==> src/design/rsi_pkg.sv <==
package rsi_pkg;

  // Clock rate and timing
  localparam int CLK_HZ = 50_000_000;
  localparam int STOP_RESP_MS = 1;
  // Longest response rounds down
  localparam int STOP_RESP_CYC = STOP_RESP_MS * (CLK_HZ / 1000);
  // Debounce window, well inside the stop response time
  localparam int DEB_US = 200;
  localparam int DEB_CYC = DEB_US * (CLK_HZ / 1_000_000);
  localparam int DEB_W = 16;

  // Values after reset
  localparam logic RST_SWITCH = 1'b0;
  localparam logic RST_STOP = 1'b1;

  // Input vector positions
  localparam int IN_STOP = 0;
  localparam int IN_DOOR = 1;
  localparam int IN_ENDEV = 2;
  localparam int IN_TB_EN = 3;
  localparam int IN_TB_SW = 4;
  localparam int IN_KEY_A = 5;
  localparam int IN_KEY_B = 6;
  localparam int IN_N = 7;

  typedef enum logic [1:0] {
    RSI_SERVO_OFF = 2'b00,
    RSI_SERVO_ON = 2'b01,
    RSI_STOPPED = 2'b10
  } rsi_state_t;

endpackage : rsi_pkg

==> src/design/rsi_debounce.sv <==
`timescale 1ns/1ps
`default_nettype none

module rsi_debounce #(
  parameter int DEB_CYC = rsi_pkg::DEB_CYC,
  parameter logic RST_VAL = 1'b0
) (
  input wire logic mclk,
  input wire logic srst,
  input wire logic raw,
  output logic clean
);

  initial begin
    if (DEB_CYC < 1 || DEB_CYC >= (1 << rsi_pkg::DEB_W)) begin
      $error("rsi_debounce: DEB_CYC out of range");
    end
  end

  logic sync1_r;
  logic sync2_r;
  logic [rsi_pkg::DEB_W-1:0] cnt_r;
  logic clean_r;

  ////////////////////////////////////////////////////////////////////////
  // Two-stage synchroniser; first stage feeds only the second
  always_ff @(posedge mclk) begin
    if (srst) begin
      sync1_r <= RST_VAL;
      sync2_r <= RST_VAL;
    end else begin
      sync1_r <= raw;
      sync2_r <= sync1_r;
    end
  end

  ////////////////////////////////////////////////////////////////////////
  // A change must hold steady for the whole window, so one glitch is lost
  always_ff @(posedge mclk) begin
    if (srst) begin
      cnt_r <= '0;
      clean_r <= RST_VAL;
    end else if (sync2_r == clean_r) begin
      cnt_r <= '0;
    end else if (cnt_r == rsi_pkg::DEB_W'(DEB_CYC - 1)) begin
      cnt_r <= '0;
      clean_r <= sync2_r;
    end else begin
      cnt_r <= cnt_r + rsi_pkg::DEB_W'(1);
    end
  end

  assign clean = clean_r;

endmodule : rsi_debounce

`default_nettype wire

==> src/design/rsi_interlock.sv <==
// Operation
// - A special stop input stops motion, and each of its edges is seen within 1 ms.
// - An open fence door drops servo power, unless teaching with the enabling device held, without raising an error.
// - A closed door contact means door closed and an open contact means door open.
// - While teaching, servo power and pendant jogging stay possible with the door open.
// - With the door open, servo-on needs pendant enable switch and enabling device both held.
// - With the door open, releasing the enabling device drops servo power at once.
// - With the door open, servo-on and brake release are refused while the device is released.
// - With the door closed, the pendant alone may turn servo power on.
// - Manual jog is allowed with pendant enabled, its switch on, enabling device closed.
// - Manual jog with the enabling device open is allowed only with the door closed.
// - Brake release needs manual mode, pendant enabled, switch on, enabling device closed.
// - Automatic run needs automatic mode, pendant disabled and door closed throughout.
// - Mode comes from two key lines that must agree, or a key-line fault is raised.
`timescale 1ns/1ps
`default_nettype none

module rsi_interlock #(
  parameter int DEB_CYC = rsi_pkg::DEB_CYC
) (
  input wire logic mclk,
  input wire logic srst,
  input wire logic stop_in,
  input wire logic door_contact,
  input wire logic enable_dev,
  input wire logic tb_enabled,
  input wire logic tb_enable_sw,
  input wire logic key_line_a,
  input wire logic key_line_b,
  input wire logic servo_on_req,
  input wire logic brake_rel_req,
  input wire logic auto_run_req,
  output logic servo_power,
  output logic jog_allow,
  output logic brake_release,
  output logic auto_run,
  output logic motion_stop,
  output logic manual_mode,
  output logic key_fault,
  output logic door_open
);

  initial begin
    // Debounce plus two sync stages and one register stage must fit the stop response
    if (DEB_CYC + 3 > rsi_pkg::STOP_RESP_CYC) begin
      $error("rsi_interlock: debounce too long for stop response");
    end
  end

  logic [rsi_pkg::IN_N-1:0] raw;
  logic [rsi_pkg::IN_N-1:0] cln;

  assign raw = {key_line_b, key_line_a, tb_enable_sw, tb_enabled, enable_dev,
                door_contact, stop_in};

  ////////////////////////////////////////////////////////////////////////
  // Input conditioning
  genvar gi;
  generate
    for (gi = 0; gi < rsi_pkg::IN_N; gi++) begin : g_in
      rsi_debounce #(
        .DEB_CYC(DEB_CYC),
        .RST_VAL(gi == rsi_pkg::IN_STOP ? rsi_pkg::RST_STOP : rsi_pkg::RST_SWITCH)
      ) u_deb (
        .mclk(mclk),
        .srst(srst),
        .raw(raw[gi]),
        .clean(cln[gi])
      );
    end
  endgenerate

  logic stop_c;
  logic door_closed_c;
  logic endev_c;
  logic tb_c;
  logic tbsw_c;
  logic keys_agree;
  logic manual_c;
  assign stop_c = cln[rsi_pkg::IN_STOP];
  assign door_closed_c = cln[rsi_pkg::IN_DOOR];
  assign endev_c = cln[rsi_pkg::IN_ENDEV];
  assign tb_c = cln[rsi_pkg::IN_TB_EN];
  assign tbsw_c = cln[rsi_pkg::IN_TB_SW];
  assign keys_agree = cln[rsi_pkg::IN_KEY_A] == cln[rsi_pkg::IN_KEY_B];
  // Both lines open selects manual, both closed selects automatic
  assign manual_c = ~cln[rsi_pkg::IN_KEY_A];

  ////////////////////////////////////////////////////////////////////////
  // Mode decode; on disagreement the last agreed mode is kept
  logic manual_r;
  logic key_fault_r;
  always_ff @(posedge mclk) begin
    if (srst) begin
      manual_r <= 1'b1;
      key_fault_r <= 1'b0;
    end else begin
      key_fault_r <= ~keys_agree;
      if (keys_agree) begin
        manual_r <= manual_c;
      end
    end
  end

  ////////////////////////////////////////////////////////////////////////
  // Permissions
  logic pendant_ok;
  logic teach_ok;
  logic jog_ok;
  logic brake_ok;
  logic auto_ok;
  logic servo_keep;
  assign pendant_ok = manual_r & ~key_fault_r & tb_c & tbsw_c;
  // Door open: pendant and enabling device; door closed: pendant alone
  assign jog_ok = pendant_ok & (endev_c | door_closed_c);
  assign teach_ok = jog_ok;
  assign brake_ok = pendant_ok & endev_c;
  assign auto_ok = ~manual_r & ~key_fault_r & ~tb_c & door_closed_c;
  assign servo_keep = ~stop_c & (teach_ok | auto_ok);

  ////////////////////////////////////////////////////////////////////////
  // Servo power sequencing
  rsi_pkg::rsi_state_t state_r;
  always_ff @(posedge mclk) begin
    if (srst) begin
      state_r <= rsi_pkg::RSI_STOPPED;
    end else begin
      case (state_r)
        rsi_pkg::RSI_STOPPED: begin
          if (~stop_c) begin
            state_r <= rsi_pkg::RSI_SERVO_OFF;
          end
        end
        rsi_pkg::RSI_SERVO_OFF: begin
          if (stop_c) begin
            state_r <= rsi_pkg::RSI_STOPPED;
          end else if (servo_on_req & servo_keep) begin
            state_r <= rsi_pkg::RSI_SERVO_ON;
          end
        end
        rsi_pkg::RSI_SERVO_ON: begin
          if (stop_c) begin
            state_r <= rsi_pkg::RSI_STOPPED;
          end else if (~servo_keep) begin
            state_r <= rsi_pkg::RSI_SERVO_OFF;
          end
        end
        default: begin
          state_r <= rsi_pkg::RSI_STOPPED;
        end
      endcase
    end
  end

  ////////////////////////////////////////////////////////////////////////
  // Registered outputs; servo drop uses the live permission so it is not late
  logic jog_r;
  logic brake_r;
  logic auto_r;
  always_ff @(posedge mclk) begin
    if (srst) begin
      jog_r <= 1'b0;
      brake_r <= 1'b0;
      auto_r <= 1'b0;
    end else begin
      jog_r <= (state_r == rsi_pkg::RSI_SERVO_ON) & servo_keep & jog_ok;
      // Held off until the stopped state is left, so a stop always ends a release
      brake_r <= brake_rel_req & brake_ok & ~stop_c
                 & (state_r != rsi_pkg::RSI_STOPPED);
      auto_r <= auto_run_req & (state_r == rsi_pkg::RSI_SERVO_ON) & servo_keep & auto_ok;
    end
  end

  assign servo_power = (state_r == rsi_pkg::RSI_SERVO_ON) & servo_keep;
  assign jog_allow = jog_r;
  assign brake_release = brake_r;
  assign auto_run = auto_r;
  assign motion_stop = stop_c | (state_r == rsi_pkg::RSI_STOPPED);
  assign manual_mode = manual_r;
  // Door opening is not an error: only the key fault is reported
  assign key_fault = key_fault_r;
  assign door_open = ~door_closed_c;

endmodule : rsi_interlock

`default_nettype wire

==> config.mk <==
export PLATFORM = sky130hd
export DESIGN_NAME = rsi_interlock
export DESIGN_NICKNAME = d
export VERILOG_FILES = /design/src/design/rsi_pkg.sv /design/src/design/rsi_debounce.sv /design/src/design/rsi_interlock.sv
export SDC_FILE = /design/constraint.sdc
export NUM_CORES = 1
export LEC_CHECK = 0
export ABC_AREA = 1
export BUFFER_PORTS_ARGS = -buffer_cell sky130_fd_sc_hd__buf_4
export CAP_MARGIN = 25
export CORE_ASPECT_RATIO = 0.8
export CORE_UTILIZATION = 60
export DETAILED_ROUTE_END_ITERATION = 8
export PLACE_DENSITY = 0.79
export SLEW_MARGIN = 15
export SYNTH_ARGS = -nofsm -noshare
export SYNTH_HDL_FRONTEND = slang
export SYNTH_SLANG_ARGS = --single-unit
==> constraint.sdc <==
create_clock -name mclk -period 1.65 [get_ports mclk]
set_input_delay 0.2475 -clock mclk [delete_from_list [all_inputs] [get_ports mclk]]
set_output_delay 0.2475 -clock mclk [all_outputs]
set_load 0.01 [all_outputs]
==> results of run 1 <==
==> power by group through the flow <==
stage	clock network (mW)	registers (mW)	logic, mW
after CTS	4.26	3.42	0.101
after global placement	0	3.49	0.100
after detailed placement	0	3.49	0.0999
after floorplan	0	3.49	0.0740
after global routing	4.44	3.42	0.113
final	4.21	3.42	0.100
==> flip-flops by register name, summed over array words and instances (netlist names) <==
signal and cells:
g_in.u_deb.sync1_r 7, jog_allow 1, brake_release 1, g_in.u_deb.sync2_r 7, g_in.u_deb.cnt_r 112, key_fault 1, state_r 2, manual_mode 1
g_in.u_deb.clean 7, auto_run 1
==> metal layers <==
metal  up-vias  wire [µm]
met5         -          0
met4         0        231
met3        24        709
met2       167       6060
met1      2651       6760
li1       3159          -
==> cell usage after synthesis (7+ instances only) <==
library cell	count	area [µm²]
xor2_1	17	149
o21ai_0	22	110
a21oi_1	60	300
nand3_2	11	110
nor2_1	170	638
xnor2_1	8	70.1
nand3_1	65	325
nand2_1	208	781
inv_1	124	465
or2_2	7	43.8
nor2_2	17	106
nand2_2	9	56.3
buf_6	7	78.8
a21oi_2	15	131
nor3_1	12	60.1
nand4_1	38	238
dfxtp_1	140	2800
ha_1	7	87.6
==> cells in the final DEF (no fill, tap or decap), types with 12 or more instances in the layout <==
cell,Yosys,layout
nor3_1,12,12
xor2_1,17,17
a21oi_2,15,15
a21oi_1,60,60
inv_1,124,121
nor2_2,17,18
nand4_1,38,38
nand3_2,11,13
nand3_1,65,63
nor2_1,170,167
dfxtp_1,140,134
clkbuf_16,0,17
nand2_1,208,207
o21ai_0,22,22
buf_4,0,34
==> worst max-delay path: stages (launching register included) <==
cell and delay [ns]:
dfxtp_2 0.36, inv_2 0.06, nor2_4 0.11, nand3_2 0.09, nand2_2 0.08, and3_4 0.18, buf_6 0.09
==> area by class of cell <==
| cell class | instances | area, µm² |
|---|---|---|
| clock buffers | 22 | 474 |
| clock inverters | 10 | 186 |
| fillers | 874 | 3090 |
| inverters | 126 | 478 |
| multi-input cells | 685 | 3380 |
| flip-flops and latches | 140 | 2810 |
| well taps | 144 | 180 |
| repair buffers | 36 | 287 |
==> metrics by stage <==
stage,setup TNS (ns),utilization (%),hold slack [ns],instances
2_1_floorplan,0,-,0.351,961
3_3_place_gp,0,64.2,0.389,1119
3_5_place_dp,0,64.2,0.393,1119
4_1_cts,0,71.2,0.0197,1161
5_1_grt,-0.0811,71.6,0.0260,1163
6_report,0,71.6,0.0285,1163
==> cells by family after synthesis <==
family	after synthesis	synth area share [%]
AO/OA/AOI/OAI	104	8.82
buffers and inverters	136	8.84
XOR/XNOR	25	3.25
adder cells (fa/ha/maj)	7	1.30
AND/OR/NAND/NOR	549	36.2
flip-flops	140	41.6
==> final timing paths <==
| path | from | endpoint | depth (start not counted) |
|---|---|---|---|
| worst max-delay path | manual_mode | servo_power | 6 |
| worst min-delay path | stop_in | g_in[0].u_deb.sync1_r | 2 |
| worst max register to register | manual_mode | jog_allow | 11 |
| worst min register to register | g_in[2].u_deb.sync1_r | g_in[2].u_deb.sync2_r | 2 |
==> what timing repair did <==
action	in CTS	in global routing
gates resized for setup	9	11
cloned	0	0
hold buffers	0	0
pin swaps	3	3
buffers inserted	10	2
endpoints found under the setup margin	1	18
==> results_dict.tcl, run 1 <==
set metrics [dict create \
    rows 34 \
    gp_congestion 0.872 \
    gr-usage-met3_pct 5.66 \
    layout_min_cycle_time_ns 1.63 \
    grt_max_degree 19 \
    vias 6001 \
    vias_per_cell 5.16 \
    place_area_um2 7000 \
    cts-root-buf "clkbuf_16" \
    antenna_left 0 \
    grt_pass1_vias 5460 \
    routedWlPerCell_um 11.8 \
    p_per_area_nw_per_um2 991 \
    htree_levels 4 \
    clk_path_buf_depth 2 \
    synth-main-ff-cell "dfxtp_1" \
    synth_cell_type_count 33 \
    design_area_um2 7800 \
    crit_path_start_kind "flop" \
    hold_path.class "input pin to flop" \
    setup_viol 0 \
    yosysWarnings 0 \
    arrival_ns 1.38 \
    die_h_um 96.8 \
    avgSynthCellArea_um2 7.01 \
    postRouteWirelength_um 13800 \
    maxCapViolCount 0 \
    synth_cells 961 \
    first_iter_violations 387 \
    worstSetupPathType "flop to output port" \
    pwr-share-clk_pct 54.5 \
    status "completed" \
    p_switching_mw 1.48 \
    path_clk_slew_ns 0.06 \
    peakVddDrop_uv 1080 \
    worst_pin_slew_ns 0.339 \
    cts_tree "done" \
    pre_cts_slack_ns 0.0930 \
    boundaryPins 20 \
    worst-path-max-fanout 3 \
    initial_utilization_pct 61.9 \
    grt_usage_pct 25.0 \
    async_reset_ff_share_pct 0 \
    clock_latency_ns 0.41 \
    power_frac_comb_pct 1.3 \
    numCtsBuffers 17 \
    dp_hpwl_um 9300 \
    die_x_um 121 \
    cts_sinks 140 \
    synthesis.nets 980 \
    clock.fmax_ghz 0.614 \
    seq_power_share_pct 44.2 \
    final-hold-violation-count 0 \
    gr-total-overflow 0 \
    skew_ns 0.00715 \
    power.leakage_nw 2.57 \
    p_total_mw 7.73 \
    r2r_setup_slack_ns 0.03 \
    remaining_drc_errors 0 \
    die_area_um2 11700 \
    nets 1025 \
    slew_violations 0 \
    p_int_mw 6.24 \
    synth-seq-cells 140 \
    core_area_um2 10900 \
    worst_slack_ns 0.0213 \
    syn_to_final_growth_pct 15.7 \
    ys_seq_area_share_pct 41.6 \
    grtUsageMet1_pct 33.7 \
    synth-edff-count 0 \
    slew_headroom_pct 77.2 \
    met2_usage_pct 39.1 \
    fin_crit_sh_pct 98.7 \
    grt_pass1_wl_um 24000 \
    antenna_found_initial 0 \
    critPathCaptureType "output port" \
    diodes 0 \
    rsz0062_at_grt "yes" \
    cp.required_ns 1.40 \
    drive_above_1_share_pct 14.1 \
    port-buffer-count 19 \
    syn-cell-area_um2 6740 \
    drtPass1Iterations 5 \
    p_sw_share_pct 19.2 \
    busiest_layer "met2" \
]
Note: power is estimated with default switching activity, not from simulation.
==> run 2: changes to the inputs <==
--- a/config.mk
+++ b/config.mk
@@ -8,11 +8,13 @@
 export ABC_AREA = 1
 export BUFFER_PORTS_ARGS = -buffer_cell sky130_fd_sc_hd__buf_4
 export CAP_MARGIN = 25
+export CELL_PAD_IN_SITES_DETAIL_PLACEMENT = 1
+export CELL_PAD_IN_SITES_GLOBAL_PLACEMENT = 1
 export CORE_ASPECT_RATIO = 0.8
-export CORE_UTILIZATION = 60
+export CORE_UTILIZATION = 41
 export DETAILED_ROUTE_END_ITERATION = 8
-export PLACE_DENSITY = 0.79
-export SLEW_MARGIN = 15
+export PLACE_DENSITY = 0.78
+export SLEW_MARGIN = 40
 export SYNTH_ARGS = -nofsm -noshare
 export SYNTH_HDL_FRONTEND = slang
 export SYNTH_SLANG_ARGS = --single-unit
==> constraint.sdc (replaced) <==
create_clock -name mclk -period 1.4 [get_ports mclk]
set_input_delay 0.21 -clock mclk [delete_from_list [all_inputs] [get_ports mclk]]
set_output_delay 0.21 -clock mclk [all_outputs]
set_load 0.01 [all_outputs]
==> run 2 against run 1 <==
  * Clock skew rose by 0.0025 ns
  * Flip-flop and latch count did not move
  * Final area rose by 7.0%
  * Largest cell class unchanged
  * Die area rose by 45%
  * Core utilization fell by 19 points
  * Critical path type unchanged
  * Register-to-register slack improved by 0.05 ns
  * Total power rose by 14%
  * The run now ends with setup timing left
  * Sequential share of layout area fell by 2.0 points
  * Worst hold slack got worse by 0.012 ns
  * Wire length rose by 28%
  * Sequential power rose by 18%
  * Clock-buffer cell count rose by 2
==> results_dict.tcl, run 2 (synthesis results as in run 1) <==
set metrics [dict create \
    path_clk_slew_ns 0.06 \
    clock.fmax_ghz 0.620 \
    final_common_cell "nand2_1" \
    remaining_drc_errors 0 \
    grt_usage_pct 21.5 \
    htree_levels 4 \
    dp_hpwl_um 12500 \
    setup_viol 2 \
    worstSetupPathType "flop to output port" \
    critical-path-max-stage-delay_ns 0.35 \
    pwr-share-clk_pct 52.4 \
    maxCapViolCount 0 \
    top_register "g_in.u_deb.cnt_r" \
    layout_min_cycle_time_ns 1.61 \
    grt_max_degree 19 \
    postRouteWirelength_um 17500 \
    numCtsBuffers 17 \
    clk_path_buf_depth 2 \
    seq_power_share_pct 45.8 \
    diodes 0 \
    die_x_um 145 \
    cts_sinks 140 \
    slew_headroom_pct 75.4 \
    p_int_mw 7.00 \
    antenna_found_initial 0 \
    cp.required_ns 1.19 \
    nets 1056 \
    die_h_um 117 \
    cts-root-buf "clkbuf_16" \
    rows 41 \
    violations "setup timing" \
    final-hold-violation-count 0 \
    holdWs_ns 0.0169 \
    cts_tree "done" \
    boundaryPins 20 \
    syn_to_final_growth_pct 23.8 \
    port-buffer-count 19 \
    slowest_stage "dfxtp_2" \
    first_iter_violations 188 \
    largest_reg_flops 112 \
    p_switching_mw 1.79 \
    rsz0062_at_grt "yes" \
    status "finished with violations" \
    n_fill_cell 2016 \
    die_area_um2 17000 \
    slew_violations 0 \
    worst_pin_slew_ns 0.367 \
    drtPass1Iterations 4 \
    peakVddDrop_uv 695 \
    drive_above_1_share_pct 20.1 \
    initial_utilization_pct 42.4 \
    clock_latency_ns 0.42 \
    p_sw_share_pct 20.4 \
    worst-path-max-fanout 3 \
    power.leakage_nw 2.73 \
    p_total_mw 8.79 \
    grt_pass1_vias 6217 \
    core_area_um2 15900 \
    crit_path_start_kind "flop" \
    routedWlPerCell_um 13.9 \
    power_frac_comb_pct 1.8 \
    gp_congestion 0.806 \
    vias 6220 \
    p_per_area_nw_per_um2 1050 \
    vias_per_cell 4.92 \
    gr-total-overflow 0 \
    skew_ns 0.00964 \
    worst_slack_ns -0.213 \
    grt_pass1_wl_um 29200 \
    fin_crit_sh_pct 115 \
    cp_cell_sequence "inv_2 -> nor2_4 -> nand3_4 -> nand2_2 -> and3_4 -> buf_6" \
    arrival_ns 1.40 \
    critPathCaptureType "output port" \
    final_cell_mix "nand2_1 (205), nor2_1 (158), inv_1 (119)" \
    hold_path.class "input pin to flop" \
    antenna_left 0 \
]
[run 2: power groups by stage]
stage	clock network (mW)	registers, mW	logic (mW)
after floorplan	0	4.11	0.0872
after global placement	0	4.11	0.147
after detailed placement	0	4.11	0.151
after CTS	4.71	4.02	0.158
after global routing	4.87	4.02	0.174
final	4.61	4.02	0.158
[run 2: path summary, 6_finish.rpt]
| check | from | endpoint | slack, ns | depth (start not counted) |
|---|---|---|---|---|
| max | manual_mode | servo_power | -0.21 | 6 |
| min | enable_dev | g_in[2].u_deb.sync1_r | 0.02 | 3 |
| max reg2reg | g_in[1].u_deb.cnt_r[1] | g_in[1].u_deb.cnt_r[10] | 0.08 | 7 |
| min reg2reg | g_in[6].u_deb.sync1_r | g_in[6].u_deb.sync2_r | 0.40 | 2 |
[run 2: layer usage]
layer | track usage, % | vias to the layer above | wire length, µm
li1 | - | 3220 | -
met1 | 27.5 | 2944 | 8780
met2 | 36.9 | 41 | 8250
met3 | 3.55 | 15 | 306
met4 | 7.79 | 0 | 205
met5 | 0 | - | 0
[run 2: timing repair]
item,4_1_cts,5_1_grt
setup endpoints to repair,35,103
pin swaps,4,7
hold buffers,2,0
setup buffers,2,7
resized for setup,19,66
hold endpoints to repair,2,0
[run 2: stage by stage]
step / TNS, ns / instance area, µm² / std cells / utilization [%] / setup WS (ns)
finish: -0.274 / 8340 / 1264 / 52.5 / -0.213
global route: -0.488 / 8340 / 1264 / 52.5 / -0.266
CTS: -0.388 / 8060 / 1257 / 50.7 / -0.240
detailed placement: -0.843 / 7370 / 1222 / 46.4 / -0.0426
global placement: 0 / 7370 / 1222 / 46.4 / 0.0390
floorplan: 0 / 6740 / 961 / - / 0.0398
[run 2: critical path, delay by kind of cell, from the launching register on]
family	cells	cell delay, ns
buf+inv	2	0.16
flops	1	0.35
simple gates	4	0.48
[run 2: layout make-up]
| cell class | instances | area (µm²) | area share, % |
|---|---|---|---|
| repair buffers | 67 | 574 | 6.88 |
| multi-input cells | 685 | 3590 | 43.0 |
| clock buffers | 24 | 482 | 5.77 |
| clock inverters | 7 | 113 | 1.35 |
| inverters | 126 | 478 | 5.73 |
| flip-flops and latches | 140 | 2840 | 34.0 |
| well taps | 215 | 269 | 3.22 |
==> run 3: changes to the inputs <==
--- a/config.mk
+++ b/config.mk
@@ -7,10 +7,8 @@
 export LEC_CHECK = 0
 export ABC_AREA = 1
 export BUFFER_PORTS_ARGS = -buffer_cell sky130_fd_sc_hd__buf_4
-export CAP_MARGIN = 25
 export CELL_PAD_IN_SITES_DETAIL_PLACEMENT = 1
 export CELL_PAD_IN_SITES_GLOBAL_PLACEMENT = 1
-export CORE_ASPECT_RATIO = 0.8
 export CORE_UTILIZATION = 41
 export DETAILED_ROUTE_END_ITERATION = 8
 export PLACE_DENSITY = 0.78
==> run 3 against run 2 <==
  * The flow still finishes with violations (setup timing)
  * Sequential power about the same
  * Core utilization up 0.43 points
  * Combinational power rose by 4%
  * First-iteration DRC count fell by 12%
  * Critical endpoint is now state_r[0]
  * Highest routed layer unchanged
  * Total power fell by 2.3%
  * Wire length is 4.0% higher
  * Cell count increased by 1.3%
  * Clock skew shrank 0.0039 ns
  * Critical path depth rose by 6
  * Worst setup slack improved by 0.016 ns
  * Clock-buffer cell count grew 1
==> results_dict.tcl, run 3 (synthesis results as in run 1) <==
set metrics [dict create \
    status "finished with violations" \
    violations "setup timing" \
    vias_per_cell 4.99 \
    cts_sinks 140 \
    nets 1071 \
    die_x_um 130 \
    clock.fmax_ghz 0.626 \
    rows 46 \
    n_fill_cell 2088 \
    power.leakage_nw 2.80 \
    layout_min_cycle_time_ns 1.60 \
    worst_pin_slew_ns 0.352 \
    htree_levels 4 \
    peakVddDrop_uv 958 \
    maxCapViolCount 0 \
    crit_path_start_kind "flop" \
    grt_pass1_wl_um 29400 \
    cp.required_ns 1.72 \
    largest_reg_flops 112 \
    vias 6398 \
    drtPass1Iterations 4 \
    clock_latency_ns 0.43 \
    drive_above_1_share_pct 21.1 \
    design_area_um2 8430 \
    clk_path_buf_depth 2 \
    skew_ns 0.00576 \
    cts_tree "done" \
    first_iter_violations 165 \
    routedWlPerCell_um 14.2 \
    remaining_drc_errors 0 \
    antenna_found_initial 0 \
    grt_max_degree 19 \
    worstSetupPathType "flop to flop" \
    top_register "g_in.u_deb.cnt_r" \
    boundaryPins 20 \
    syn_to_final_growth_pct 25.1 \
    regArea_um2 2840 \
    setup_viol 4 \
    diodes 0 \
    dp_hpwl_um 12200 \
    gr-total-overflow 0 \
    cts-root-buf "clkbuf_16" \
    grt_usage_pct 22.2 \
    worst_slack_ns -0.197 \
    final_common_cell "nand2_1" \
    worst-path-max-fanout 3 \
    port-buffer-count 19 \
    slew_violations 0 \
    p_per_area_nw_per_um2 1020 \
    place_area_um2 7360 \
    final_cell_mix "nand2_1 (203), nor2_1 (158), inv_1 (119)" \
    arrival_ns 1.92 \
    rsz0062_at_grt "yes" \
    multiInputGateArea_um2 3590 \
    postRouteWirelength_um 18200 \
    pre_cts_slack_ns -0.0250 \
    core_area_um2 15900 \
    gp_congestion 0.785 \
    die_area_um2 17000 \
    slew_headroom_pct 76.4 \
    hold_path.class "input pin to flop" \
    path_clk_slew_ns 0.06 \
    fin_crit_sh_pct 114 \
    die_h_um 130 \
    critPathCaptureType "flop" \
    grt_pass1_vias 6463 \
    antenna_left 0 \
    initial_utilization_pct 42.3 \
    p_total_mw 8.59 \
    final-hold-violation-count 0 \
    numCtsBuffers 17 \
]
-- run 3: changes by cell type in the layout (fill, tap and decap cells not counted), moves of 3 or more --
| cell | change |
|---|---|
| clkinv_2 | +3 |
| dlygate4sd3_1 | +4 |
| clkbuf_8 | +3 |
| buf_4 | +10 |
| nand2_4 | +3 |
-- run 3: cell type report --
class,instances,share of cell area (%)
multi-input combinational,686,42.6
clock buffer,25,6.11
sequential,140,33.6
tap,216,3.21
clock inverter,7,0.712
timing repair buffer,81,8.07
inverter,126,5.70
-- run 3: what timing repair did --
action	in CTS	in global routing
cloned	0	1
endpoints found under the setup margin	39	115
hold endpoints to repair	6	0
setup buffers	16	6
pin swaps	2	11
resized for setup	17	70
hold buffers	6	0
-- run 3: routing by layer --
layer | GRT usage [%] | part of all wire [%] | vias to the layer above
met3 | 4.76 | 2.4 | 33
met4 | 10.5 | 2.4 | 0
met5 | 0 | 0 | -
met2 | 39.9 | 50 | 74
li1 | - | - | 3260
met1 | 24.9 | 45 | 3031
-- run 3: worst max-delay path, stage by stage, from the launching register on --
cell	delay [ns]
dfxtp_4	0.36
inv_4	0.06
nand2_4	0.05
nand3_4	0.07
nand2_2	0.07
buf_6	0.12
buf_4	0.13
buf_4	0.13
buf_4	0.12
buf_4	0.12
buf_4	0.13
o2111ai_2	0.06
nor2_1	0.07
-- run 3: worst paths after layout --
path,startpoint,end,slack [ns],cells after the start
setup / recovery,g_in[1].u_deb.clean,state_r[0],-0.20,12
hold / removal,enable_dev,g_in[2].u_deb.sync1_r,0.02,3
setup reg to reg,g_in[1].u_deb.clean,state_r[0],-0.20,12
hold reg to reg,g_in[3].u_deb.sync1_r,g_in[3].u_deb.sync2_r,0.40,2
-- run 3: power by group --
part           leakage (nW)  internal [mW]  switching (mW)
clock                 0.293           2.71            1.69
combinational          1.37         0.0757          0.0892
sequential             1.14           4.01          0.0166
-- run 3: stage by stage --
| step | instances | setup TNS, ns | hold WS [ns] | utilization [%] |
|---|---|---|---|---|
| 3_5_place_dp | 1222 | -0.357 | 0.401 | 46.1 |
| 6_report | 1281 | -0.593 | 0.0157 | 52.9 |
| 2_1_floorplan | 961 | 0 | 0.314 | - |
| 4_1_cts | 1276 | -0.556 | 0.0144 | 51.2 |
| 3_3_place_gp | 1222 | 0 | 0.390 | 46.1 |
| 5_1_grt | 1281 | -0.896 | 0.0300 | 52.9 |
